### config.mk
export PLATFORM = sky130hd
export DESIGN_NAME = bit_processor
export DESIGN_NICKNAME = d
export VERILOG_FILES = /design/src/bitproc_pkg.sv /design/src/bit_addr_decode.sv /design/src/bit_processor.sv
export SDC_FILE = /design/constraint.sdc
export NUM_CORES = 1
export LEC_CHECK = 0
export ABC_AREA = 0
export BUFFER_PORTS_ARGS = -buffer_cell sky130_fd_sc_hd__buf_2
export CAP_MARGIN = 20
export CORE_ASPECT_RATIO = 0.6
export CORE_UTILIZATION = 60
export DETAILED_ROUTE_END_ITERATION = 6
export PLACE_DENSITY = 0.86
export SYNTH_ARGS = -nofsm -noshare
export SYNTH_HDL_FRONTEND = slang
export SYNTH_SLANG_ARGS = --single-unit
### constraint.sdc
create_clock -name i_ref_clk -period 5.2 [get_ports i_ref_clk]
set_clock_uncertainty 0.1 [all_clocks]
set_input_delay 1.04 -clock i_ref_clk [delete_from_list [all_inputs] [get_ports i_ref_clk]]
set_output_delay 1.04 -clock i_ref_clk [all_outputs]
set_load 0.02 [all_outputs]
### src/bitproc_pkg.sv
/*
 * Package for the one-bit processor and bit-address decoder: register
 * addresses, field positions, reset values, mode encodings, carriers.
 * Assumes a byte-wide register space reached by a plain strobe port.
 */
package bitproc_pkg;

	// ==========================================================
	// Register addresses (byte addresses of the register space)
	localparam logic [7:0] ADDR_RAM_BIT_BASE   = 8'h20;
	localparam logic [7:0] ADDR_PORT3          = 8'hb0;
	localparam logic [7:0] ADDR_TIMER_IRQ_CTRL = 8'h88;
	localparam logic [7:0] ADDR_SERIAL_CTRL    = 8'h98;
	localparam logic [7:0] ADDR_STATUS_WORD    = 8'hd0;
	localparam logic [7:0] ADDR_ACCUM          = 8'he0;
	localparam logic [7:0] ADDR_BIT_OP         = 8'hf0;
	localparam int         RAM_BIT_BYTES       = 16;

	// ==========================================================
	// Field positions
	localparam int PSW_CARRY      = 7;
	localparam int PSW_HALF_CARRY = 6;
	localparam int PSW_USER_FLAG  = 5;
	localparam int PSW_BANK_HI    = 4;
	localparam int PSW_BANK_LO    = 3;
	localparam int PSW_EXCESS     = 2;
	localparam int PSW_PARITY     = 0;
	localparam int TIMER_IRQ_CONTROL_EXT1_EDGE = 3;
	localparam int TIMER_IRQ_CONTROL_EXT1_TYPE = 2;
	localparam int TIMER_IRQ_CONTROL_EXT0_EDGE = 1;
	localparam int TIMER_IRQ_CONTROL_EXT0_TYPE = 0;
	localparam int SERIAL_PORT_CONTROL_MODE_HI   = 7;
	localparam int SERIAL_PORT_CONTROL_MODE_LO   = 6;
	localparam int SERIAL_PORT_CONTROL_TX_DONE   = 1;
	localparam int SERIAL_PORT_CONTROL_RX_DONE   = 0;
	localparam int P3_RD_STROBE   = 7;
	localparam int P3_WR_STROBE   = 6;
	localparam int P3_TX_DATA     = 1;
	localparam int P3_RX_DATA     = 0;
	localparam int BANK_SIZE      = 8;

	// ==========================================================
	// Reset values
	localparam logic [7:0] RST_PSW   = 8'h00;
	localparam logic [7:0] RST_TIMER_IRQ_CONTROL  = 8'h00;
	localparam logic [7:0] RST_SERIAL_PORT_CONTROL  = 8'h00;
	localparam logic [7:0] RST_PORT3 = 8'hff;
	localparam logic [7:0] RST_ACC   = 8'h00;
	localparam logic [7:0] RST_RAM   = 8'h00;

	// ==========================================================
	// Bit operation codes (i_op_code of the bit operation request, bits 3:0)
	typedef enum logic [3:0] {
		OP_NONE      = 4'h0,
		OP_SET_C     = 4'h1,
		OP_CLR_C     = 4'h2,
		OP_CPL_C     = 4'h3,
		OP_SET_BIT   = 4'h4,
		OP_CLR_BIT   = 4'h5,
		OP_CPL_BIT   = 4'h6,
		OP_MOV_C_BIT = 4'h7,
		OP_MOV_BIT_C = 4'h8,
		OP_ANL_C     = 4'h9,
		OP_ANL_C_N   = 4'ha,
		OP_ORL_C     = 4'hb,
		OP_ORL_C_N   = 4'hc,
		OP_TEST_BIT  = 4'hd,
		OP_TEST_CLR  = 4'he
	} bit_op_type;

	typedef enum logic [1:0] {
		SER_SHIFT    = 2'b00,
		SER_UART8    = 2'b01,
		SER_UART9_FX = 2'b10,
		SER_UART9_VR = 2'b11
	} serial_mode_type;

	// Decoded direct bit address
	typedef struct packed {
		logic       is_reg;
		logic [7:0] byte_addr;
		logic [2:0] bit_pos;
	} bit_target_type;

	// Arithmetic flag update from the core
	typedef struct packed {
		logic upd;
		logic carry;
		logic half_carry;
		logic excess;
	} arith_flags_type;

endpackage
### src/bit_addr_decode.sv
/*
 * Decoder of a direct bit-address byte into byte address and bit position.
 * Purely combinational; assumes the caller registers the result.
 */
`timescale 1ns/10ps
module bit_addr_decode
	import bitproc_pkg::*;
(
	// Bit address
	input  wire logic [7:0]     i_bit_addr,
	// Decoded target
	output bit_target_type      o_target
);

	wire logic       is_reg_w   = i_bit_addr[7];
	wire logic [7:0] ram_byte_w = ADDR_RAM_BIT_BASE + {4'h0, i_bit_addr[6:3]};
	wire logic [7:0] reg_byte_w = {i_bit_addr[7:3], 3'b000};

	assign o_target.is_reg    = is_reg_w;
	assign o_target.byte_addr = is_reg_w ? reg_byte_w : ram_byte_w;
	assign o_target.bit_pos   = i_bit_addr[2:0];

endmodule // bit_addr_decode

### src/bit_processor.sv
/*
 * One-bit processor: bit-addressable RAM flags, status word, timer and
 * interrupt control, serial control, port 3 alternate functions, and a
 * carry used as a one-bit accumulator for bit operations.
 * Assumes one 10 MHz clock, synchronous pin inputs and a strobe port.
 */
//
// Contract
// - Carry-only operations take opcode alone or opcode plus displacement.
// - General bit operations take a bit-address byte after the opcode.
// - Top address bit picks group; low half maps RAM bytes from 20H.
// - High half: upper five bits are register address, low three bit.
// - Carry is the one-bit accumulator for two-operand bit operations.
// - Port pins and control bits are each individually bit-addressable.
// - Status word bit 7 is carry, written by hardware and software.
// - Half-carry at status bit 6 tracks carry out of bit 3.
// - Status bit 5 is a software-only user flag.
// - Two bank-select bits choose one of four eight-register banks.
// - Overflow at status bit 2 set by hardware arithmetic.
// - Status bit 0 recomputed each cycle for even parity with accumulator.
// - External edge flags set on edge, cleared when serviced.
// - Trigger type bit: one falling edge, zero low level.
// - Two serial mode bits select shift, 8-bit or two 9-bit UART modes.
// - Transmit-done set by hardware, cleared only by software.
// - Receive-done set by hardware, cleared by software.
// - Port 3 bits 7 and 6 pulse low on external reads and writes.
// - Port 3 bits 1 and 0 carry serial signals per mode.
`timescale 1ns/10ps
module bit_processor
	import bitproc_pkg::*;
#(
	parameter int RAM_BYTES = RAM_BIT_BYTES
)(
	// Clock, reset, enable
	input  wire logic        i_ref_clk,
	input  wire logic        i_rst_b,
	input  wire logic        i_clk_en,
	// Register port
	input  wire logic [7:0]  i_addr,
	input  wire logic [7:0]  i_wdata,
	input  wire logic        i_wr,
	input  wire logic        i_rd,
	output logic      [7:0]  o_rdata,
	// Bit operation request
	input  wire logic        i_op_valid,
	input  wire logic [3:0]  i_op_code,
	input  wire logic [7:0]  i_op_bit_addr,
	output logic             o_op_result,
	output logic             o_op_done,
	// Core events
	input  arith_flags_type  i_arith,
	input  wire logic        i_ext0_serviced,
	input  wire logic        i_ext1_serviced,
	input  wire logic        i_tx_byte_sent,
	input  wire logic        i_rx_byte_got,
	input  wire logic        i_xmem_rd,
	input  wire logic        i_xmem_wr,
	input  wire logic        i_ser_clk,
	input  wire logic        i_ser_txd,
	input  wire logic        i_ser_dout,
	input  wire logic        i_ser_doe,
	// Pins
	input  wire logic        i_ext_irq0_pin,
	input  wire logic        i_ext_irq1_pin,
	input  wire logic        i_p3_rx_pin,
	output logic      [7:0]  o_port3,
	output logic             o_p3_rx_oe,
	output logic      [1:0]  o_bank_base,
	output logic             o_ext0_req,
	output logic             o_ext1_req,
	output logic      [1:0]  o_serial_mode
);

	if (RAM_BYTES != RAM_BIT_BYTES) begin : g_ram_check
		$error("RAM_BYTES must be 16");
	end

	// ==========================================================
	// State
	logic [7:0] psw_r, timer_irq_control_r, serial_port_control_r, p3_r, acc_r;
	logic [7:0] ram_r [RAM_BYTES];
	logic       irq0_d_r, irq1_d_r;

	// ==========================================================
	// Bit address decode and operand fetch
	bit_target_type tgt_w;

	bit_addr_decode u_dec (
		.i_bit_addr (i_op_bit_addr),
		.o_target   (tgt_w)
	);

	wire logic [3:0] ram_idx_w = 4'(tgt_w.byte_addr - ADDR_RAM_BIT_BASE);
	wire logic       hit_psw_w  = tgt_w.is_reg && tgt_w.byte_addr == ADDR_STATUS_WORD;
	wire logic       hit_timer_irq_control_w = tgt_w.is_reg && tgt_w.byte_addr == ADDR_TIMER_IRQ_CTRL;
	wire logic       hit_serial_port_control_w = tgt_w.is_reg && tgt_w.byte_addr == ADDR_SERIAL_CTRL;
	wire logic       hit_p3_w   = tgt_w.is_reg && tgt_w.byte_addr == ADDR_PORT3;
	wire logic       hit_acc_w  = tgt_w.is_reg && tgt_w.byte_addr == ADDR_ACCUM;
	wire logic       hit_ram_w  = !tgt_w.is_reg;

	wire logic [7:0] src_byte_w =
		hit_ram_w  ? ram_r[ram_idx_w] :
		hit_psw_w  ? psw_r :
		hit_timer_irq_control_w ? timer_irq_control_r :
		hit_serial_port_control_w ? serial_port_control_r :
		hit_p3_w   ? {p3_r[7:1], i_p3_rx_pin} :
		hit_acc_w  ? acc_r : 8'h00;
	wire logic       src_bit_w = src_byte_w[tgt_w.bit_pos];
	wire logic       carry_w   = psw_r[PSW_CARRY];

	// ==========================================================
	// Operation result
	bit_op_type op_w;
	assign op_w = bit_op_type'(i_op_code);
	wire logic op_go_w = i_op_valid && i_clk_en;

	logic carry_nxt, bit_nxt, bit_wr, res_nxt;
	always_comb begin
		carry_nxt = carry_w;
		bit_nxt   = src_bit_w;
		bit_wr    = 1'b0;
		res_nxt   = 1'b0;
		case (op_w)
			OP_SET_C:     carry_nxt = 1'b1;
			OP_CLR_C:     carry_nxt = 1'b0;
			OP_CPL_C:     carry_nxt = !carry_w;
			OP_SET_BIT:   begin bit_nxt = 1'b1; bit_wr = 1'b1; end
			OP_CLR_BIT:   begin bit_nxt = 1'b0; bit_wr = 1'b1; end
			OP_CPL_BIT:   begin bit_nxt = !src_bit_w; bit_wr = 1'b1; end
			OP_MOV_C_BIT: carry_nxt = src_bit_w;
			OP_MOV_BIT_C: begin bit_nxt = carry_w; bit_wr = 1'b1; end
			OP_ANL_C:     carry_nxt = carry_w & src_bit_w;
			OP_ANL_C_N:   carry_nxt = carry_w & !src_bit_w;
			OP_ORL_C:     carry_nxt = carry_w | src_bit_w;
			OP_ORL_C_N:   carry_nxt = carry_w | !src_bit_w;
			OP_TEST_BIT:  res_nxt = src_bit_w;
			OP_TEST_CLR:  begin res_nxt = src_bit_w; bit_nxt = 1'b0; bit_wr = src_bit_w; end
			default:      res_nxt = carry_w;
		endcase
	end

	wire logic bw_w = op_go_w && bit_wr;

	// Byte with only the addressed bit replaced
	function automatic logic [7:0] merge_bit(input logic [7:0] b, input logic [2:0] p,
		input logic v);
		logic [7:0] r;
		r    = b;
		r[p] = v;
		return r;
	endfunction

	wire logic [7:0] merged_w = merge_bit(src_byte_w, tgt_w.bit_pos, bit_nxt);

	// ==========================================================
	// Register port decode
	wire logic sw_psw_w  = i_wr && i_addr == ADDR_STATUS_WORD;
	wire logic sw_timer_irq_control_w = i_wr && i_addr == ADDR_TIMER_IRQ_CTRL;
	wire logic sw_serial_port_control_w = i_wr && i_addr == ADDR_SERIAL_CTRL;
	wire logic sw_p3_w   = i_wr && i_addr == ADDR_PORT3;
	wire logic sw_acc_w  = i_wr && i_addr == ADDR_ACCUM;
	wire logic [7:0] ram_sw_off_w = i_addr - ADDR_RAM_BIT_BASE;
	wire logic sw_ram_w  = i_wr && i_addr >= ADDR_RAM_BIT_BASE && ram_sw_off_w < 8'(RAM_BYTES);

	// Software or bit-op write data per register; bit op wins same cycle
	wire logic [7:0] psw_base_w  = (bw_w && hit_psw_w)  ? merged_w :
		sw_psw_w  ? i_wdata : psw_r;
	wire logic [7:0] timer_irq_control_base_w = (bw_w && hit_timer_irq_control_w) ? merged_w :
		sw_timer_irq_control_w ? i_wdata : timer_irq_control_r;
	wire logic [7:0] serial_port_control_base_w = (bw_w && hit_serial_port_control_w) ? merged_w :
		sw_serial_port_control_w ? i_wdata : serial_port_control_r;

	// ==========================================================
	// Status word
	wire logic [7:0] acc_nxt = (bw_w && hit_acc_w) ? merged_w : sw_acc_w ? i_wdata : acc_r;
	logic [7:0] psw_nxt;
	always_comb begin
		psw_nxt = psw_base_w;
		if (op_go_w)
			psw_nxt[PSW_CARRY] = (bw_w && hit_psw_w) ? merged_w[PSW_CARRY] : carry_nxt;
		if (i_arith.upd) begin
			psw_nxt[PSW_CARRY]      = i_arith.carry;
			psw_nxt[PSW_HALF_CARRY] = i_arith.half_carry;
			psw_nxt[PSW_EXCESS]     = i_arith.excess;
		end
		psw_nxt[1]          = 1'b0;
		psw_nxt[PSW_PARITY] = ^acc_nxt;
	end

	// ==========================================================
	// Timer and interrupt control: edge flags
	wire logic fall0_w = irq0_d_r && !i_ext_irq0_pin;
	wire logic fall1_w = irq1_d_r && !i_ext_irq1_pin;
	logic [7:0] timer_irq_control_nxt;
	always_comb begin
		timer_irq_control_nxt = timer_irq_control_base_w;
		if (i_ext0_serviced)
			timer_irq_control_nxt[TIMER_IRQ_CONTROL_EXT0_EDGE] = 1'b0;
		if (i_ext1_serviced)
			timer_irq_control_nxt[TIMER_IRQ_CONTROL_EXT1_EDGE] = 1'b0;
		if (timer_irq_control_r[TIMER_IRQ_CONTROL_EXT0_TYPE] ? fall0_w : !i_ext_irq0_pin)
			timer_irq_control_nxt[TIMER_IRQ_CONTROL_EXT0_EDGE] = 1'b1;
		if (timer_irq_control_r[TIMER_IRQ_CONTROL_EXT1_TYPE] ? fall1_w : !i_ext_irq1_pin)
			timer_irq_control_nxt[TIMER_IRQ_CONTROL_EXT1_EDGE] = 1'b1;
	end

	// ==========================================================
	// Serial control: done flags set by hardware, set wins over clear
	logic [7:0] serial_port_control_nxt;
	always_comb begin
		serial_port_control_nxt = serial_port_control_base_w;
		if (i_tx_byte_sent)
			serial_port_control_nxt[SERIAL_PORT_CONTROL_TX_DONE] = 1'b1;
		if (i_rx_byte_got)
			serial_port_control_nxt[SERIAL_PORT_CONTROL_RX_DONE] = 1'b1;
	end

	serial_mode_type ser_mode_w;
	assign ser_mode_w = serial_mode_type'({serial_port_control_r[SERIAL_PORT_CONTROL_MODE_HI], serial_port_control_r[SERIAL_PORT_CONTROL_MODE_LO]});
	wire logic shift_mode_w = ser_mode_w == SER_SHIFT;

	// ==========================================================
	// Port 3 latch and pin drive
	wire logic [7:0] p3_nxt = (bw_w && hit_p3_w) ? merged_w : sw_p3_w ? i_wdata : p3_r;
	logic [7:0] pin_nxt;
	always_comb begin
		pin_nxt = p3_r;
		pin_nxt[P3_RD_STROBE] = p3_r[P3_RD_STROBE] & !i_xmem_rd;
		pin_nxt[P3_WR_STROBE] = p3_r[P3_WR_STROBE] & !i_xmem_wr;
		pin_nxt[P3_TX_DATA]   = p3_r[P3_TX_DATA] &
			(shift_mode_w ? i_ser_clk : i_ser_txd);
		pin_nxt[P3_RX_DATA]   = shift_mode_w ? i_ser_dout : 1'b1;
	end

	// ==========================================================
	// Read data
	wire logic [7:0] rd_mux_w =
		(i_addr == ADDR_STATUS_WORD)    ? psw_r :
		(i_addr == ADDR_TIMER_IRQ_CTRL) ? timer_irq_control_r :
		(i_addr == ADDR_SERIAL_CTRL)    ? serial_port_control_r :
		(i_addr == ADDR_PORT3)          ? {p3_r[7:1], i_p3_rx_pin} :
		(i_addr == ADDR_ACCUM)          ? acc_r :
		(i_addr >= ADDR_RAM_BIT_BASE && ram_sw_off_w < 8'(RAM_BYTES)) ?
			ram_r[ram_sw_off_w[3:0]] : 8'h00;

	// ==========================================================
	// Registers
	always_ff @(posedge i_ref_clk) begin
		if (!i_rst_b)
			psw_r <= RST_PSW;
		else if (i_clk_en)
			psw_r <= psw_nxt;
	end

	always_ff @(posedge i_ref_clk) begin
		if (!i_rst_b)
			timer_irq_control_r <= RST_TIMER_IRQ_CONTROL;
		else if (i_clk_en)
			timer_irq_control_r <= timer_irq_control_nxt;
	end

	always_ff @(posedge i_ref_clk) begin
		if (!i_rst_b)
			serial_port_control_r <= RST_SERIAL_PORT_CONTROL;
		else if (i_clk_en)
			serial_port_control_r <= serial_port_control_nxt;
	end

	always_ff @(posedge i_ref_clk) begin
		if (!i_rst_b)
			p3_r <= RST_PORT3;
		else if (i_clk_en)
			p3_r <= p3_nxt;
	end

	always_ff @(posedge i_ref_clk) begin
		if (!i_rst_b)
			acc_r <= RST_ACC;
		else if (i_clk_en)
			acc_r <= acc_nxt;
	end

	// Both writers land; a bit op to the same byte wins
	always_ff @(posedge i_ref_clk) begin
		if (!i_rst_b) begin
			for (int i = 0; i < RAM_BYTES; i++)
				ram_r[i] <= RST_RAM;
		end else if (i_clk_en) begin
			if (sw_ram_w)
				ram_r[ram_sw_off_w[3:0]] <= i_wdata;
			if (bw_w && hit_ram_w)
				ram_r[ram_idx_w] <= merged_w;
		end
	end

	// Previous pin samples, reset to the idle high level
	always_ff @(posedge i_ref_clk) begin
		if (!i_rst_b) begin
			irq0_d_r <= 1'b1;
			irq1_d_r <= 1'b1;
		end else if (i_clk_en) begin
			irq0_d_r <= i_ext_irq0_pin;
			irq1_d_r <= i_ext_irq1_pin;
		end
	end

	always_ff @(posedge i_ref_clk) begin
		if (!i_rst_b)
			o_rdata <= 8'h00;
		else if (i_clk_en)
			o_rdata <= i_rd ? rd_mux_w : 8'h00;
	end

	always_ff @(posedge i_ref_clk) begin
		if (!i_rst_b)
			o_op_result <= 1'b0;
		else if (op_go_w)
			o_op_result <= res_nxt;
	end

	always_ff @(posedge i_ref_clk) begin
		if (!i_rst_b)
			o_op_done <= 1'b0;
		else if (i_clk_en)
			o_op_done <= op_go_w;
	end

	always_ff @(posedge i_ref_clk) begin
		if (!i_rst_b) begin
			o_port3    <= RST_PORT3;
			o_p3_rx_oe <= 1'b0;
		end else if (i_clk_en) begin
			o_port3    <= pin_nxt;
			o_p3_rx_oe <= shift_mode_w & i_ser_doe;
		end
	end

	always_ff @(posedge i_ref_clk) begin
		if (!i_rst_b) begin
			o_bank_base   <= 2'b00;
			o_ext0_req    <= 1'b0;
			o_ext1_req    <= 1'b0;
			o_serial_mode <= 2'b00;
		end else if (i_clk_en) begin
			o_bank_base   <= {psw_r[PSW_BANK_HI], psw_r[PSW_BANK_LO]};
			o_ext0_req    <= timer_irq_control_r[TIMER_IRQ_CONTROL_EXT0_EDGE];
			o_ext1_req    <= timer_irq_control_r[TIMER_IRQ_CONTROL_EXT1_EDGE];
			o_serial_mode <= ser_mode_w;
		end
	end

endmodule // bit_processor

==> reports/summary.log <==
INFO  timing         worstMarginPinSlew=821ps
INFO  logic_synthesis synth_async_sr_flop_share=0
INFO  logic_synthesis synthSimpleGateAreaFrac=0.200
INFO  detailed_routing antenna_violation_net_count_after_detailed_routing=0
INFO  logic_synthesis synth.yosys.warnings=0
INFO  timing         setup_viols_final=0
INFO  timing         final.min_clock_period=4860ps
INFO  detailed_routing average_detailed_routed_wire_length_per_instance=30.1µm
INFO  detailed_routing detail_route.first_pass.iterations=7
INFO  grt            grt_max_degree=69
INFO  timing         setup_ws=345ps
INFO  place          numPlacedInstances=1,679
INFO  logic_synthesis synthesis.nets=1,391
INFO  logic_synthesis ys_seq_area_frac=0.407
INFO  floorplan      die_extent_in_x=189µm
INFO  logic_synthesis syn-instance-count=1,339
INFO  power_and_ir_drop static_leakage_power=5.32nW
INFO  logic_synthesis post_synth_most_frequent_cells=o21ai_0, nand3_1, edfxtp_1
INFO  clock_network  numClockSinks=193
INFO  clock_network  cts_root_buf=clkbuf_16
INFO  floorplan      die_area=21,700µm²
INFO  logic_synthesis postSynthRegisterBits=193
INFO  grt            wire_length_of_the_first_global_routing_pass=74,100µm
INFO  critical_path  sort_of_element_at_the_end_of_the_critical_path=flip-flop
INFO  place          port-buffer-count=75
INFO  logic_synthesis synth_area_in_xor_xnor=0.00980
INFO  critical_path  crit_required=5290ps
INFO  power_and_ir_drop totalPowerFinal=3.75mW
INFO  place          detailedPlacementHpwl=37,100µm
INFO  grt            grt_pass1_vias=11,200
INFO  critical_path  worstSetupStartpointType=input port
INFO  critical_path  critPathMaxStageDelay=450ps
INFO  layout         layout-area-overhead-vs-synth=13.5%
INFO  logic_synthesis post-synth-top-area-cell=edfxtp_1
INFO  timing         rsz_0062_raised_after_global_routing=no
INFO  grt            grt.met1_usage=0.703
INFO  grt            groute.layer.met3.usage=0.229
INFO  hold_path      worstHoldPathType=reg -> reg
INFO  floorplan      num_io_pins=76
INFO  critical_path  critPathArrivalTime=4940ps
INFO  timing         tns=0ps
INFO  clock_network  tritoncts.num_buffers=17
INFO  logic_synthesis mappedNetlistArea=12,600µm²
INFO  floorplan      effective_utilization_at_floorplan=0.622
INFO  clock_network  postCtsResizedCells=0
INFO  timing         final_max_slew_viol_count=0
INFO  logic_synthesis synth_top_family_by_area=simple AND/OR/NAND/NOR gates
INFO  critical_path  setup.worst_path.class=in -> reg
INFO  timing         clock.fmax=206MHz
INFO  detailed_routing vias_per_cell=7.34
INFO  run_status     status=complete, but fails checks
INFO  layout         num_antenna_cells=0
INFO  logic_synthesis synth_top_area_frac=0.304
INFO  grt            grt_busiest_layer=met1
INFO  logic_synthesis synth-compound-area-share=0.186
INFO  critical_path  crit_chain=buf_2 -> buf_12 -> nor2b_1 -> buf_4 -> a221oi_1 -> o21ai_0 -> a222oi_1 -> o22ai_1 -> a221oi_4 -> a31oi_2 -> nor2_2 -> nand2_1 -> nor2_1 -> nand3_1 -> buf_4 -> nand3_1 -> o21ai_0
INFO  power_and_ir_drop power-per-cell-area=262nW/µm²
INFO  logic_synthesis synth_enable_flop_cells=128
INFO  clock_network  post_cts_buffers=0
INFO  clock_network  tritoncts=done
INFO  logic_synthesis yosys-top-cells-area=edfxtp_1, dfxtp_1, mux4_2
INFO  floorplan      placementRows=40
INFO  floorplan      die_outline_height=114µm
INFO  detailed_routing vias=12,600
INFO  timing         period_share=0.934
INFO  detailed_routing routed_wirelength=51,600µm
INFO  layout         num-nets-final=1,477
INFO  timing         finalHoldViolCount=0
INFO  layout         fillers=1,514
INFO  critical_path  path_max_fanout=20
INFO  grt            grt_use_total=0.483
INFO  logic_synthesis yosys-mux-area-fraction=0.139
INFO  logic_synthesis synth.most_common_cell=o21ai_0
INFO  clock_network  worst_setup_hold_path_clk_slew=80ps
INFO  run_status     violations_in_the_final_reports=DRC
INFO  clock_network  hold_buffers=0
INFO  logic_synthesis synth_ff_type=edfxtp_1
INFO  power_and_ir_drop irDropWorstVdd=0.368mV
INFO  floorplan      fp.coreArea=20,300µm²
INFO  detailed_routing route.detailed.drc=11
INFO  logic_synthesis synth-adder-area-share=0.000990
INFO  detailed_routing drt_iter0_drc=2,270
INFO  clock_network  clock_tree.htree_level_count=4
INFO  layout         drive_above_1_share=0.225
INFO  critical_path  cp_slowest_cell=a222oi_1
INFO  clock_network  clock_insertion_delay_worst_skew=470ps
INFO  run            maxCapViolCount=0
INFO  timing         max-slew-margin-rel=0.453
INFO  place          gpl.final_weighted_congestion=1.06
INFO  grt            globalRouteMet2Util=0.631
INFO  logic_synthesis postSynthAreaPerCell=9.44µm²
INFO  grt            grt_overflow=0
INFO  logic_synthesis synth_cell_type_count=85
INFO  layout         final-instance-count-excl-fill=1,711
INFO  place          place_worst_setup_slack=177ps
INFO  grt            antenna_found_initial=3
INFO  clock_network  ctsLongestPathBuffers=2
-- final cells by class --
cell class,instances,area (µm²),area share
clock inverter,12,133,0.00925
tap,273,342,0.0238
timing repair buffer,196,1350,0.0939
inverter,31,116,0.00811
clock buffer,20,478,0.0333
multi-input combinational,986,6780,0.473
sequential,193,5140,0.359
-- flip-flops by register name (all words and copies together) (netlist names), 2 cells and up --
name	flops
serial_port_control_r	8
ram_r	128
o_serial_mode	2
o_rdata	8
p3_r	7
acc_r	8
o_bank_base	2
timer_irq_control_r	8
psw_r	7
o_port3	8
-- cells by family (layout without fill, tap and decap cells) --
| kind of cell | after synthesis | after routing |
|---|---|---|
| compound gates | 374 | 374 |
| xor+xnor | 11 | 11 |
| fa+ha+maj | 1 | 1 |
| buf+inv | 160 | 259 |
| flops | 193 | 193 |
| mux | 115 | 115 |
| simple gates | 485 | 485 |
-- worst paths after layout --
check,from,end,slack (ps),cells past startpoint
worst max-delay path,i_op_bit_addr[3],ram_r[3][2],340,17
worst min-delay path,o_rdata[6],o_rdata[6],370,2
worst max register to register,ram_r[9][5],ram_r[3][2],1170,14
worst min register to register,o_rdata[6],o_rdata[6],370,2
-- routing by layer --
layer  wire length (µm)  share of wire
met5                  0              0
met1              20300           0.39
met3              10000           0.19
met2              19800           0.38
met4               1440          0.028
-- power by group --
part           switching, mW  internal, mW  total [mW]
clock                  0.679         0.696        1.37
sequential            0.0506          1.67        1.73
combinational          0.425         0.231       0.655
-- worst max-delay path: cells and delay by family --
kind                   cells  cell delay, ps
and+or+nand+nor            6            1140
buffers and inverters      4             910
AOI/OAI and AO/OA          7            1820
-- layout by cell type, fill, tap and decap left out, drive strengths merged, types with 10 or more instances in the layout --
cell type	synthesis	layout
o31ai	10	10
nand2b	39	39
a221oi	14	14
dfxtp	65	65
a211oi	15	15
a21oi	59	59
nand3b	25	25
inv	31	38
mux2	25	25
clkbuf	85	20
nor2b	12	12
nand3	164	164
a222oi	10	10
nor2	73	73
mux4	46	46
o21ai	176	176
mux2i	44	44
buf	44	196
nor3	28	28
edfxtp	128	128
nand2	92	92
-- metrics by stage --
| step | hold slack, ps | instance area, µm² | utilization |
|---|---|---|---|
| 6_report | 369 | 14300 | 0.706 |
| 3_3_place_gp | 350 | 13700 | 0.676 |
| 2_1_floorplan | 342 | 12600 | - |
| 3_5_place_dp | 357 | 13700 | 0.676 |
| 5_1_grt | 395 | 14300 | 0.706 |
| 4_1_cts | 370 | 14300 | 0.706 |
Note: power is estimated with default switching activity, not from simulation.
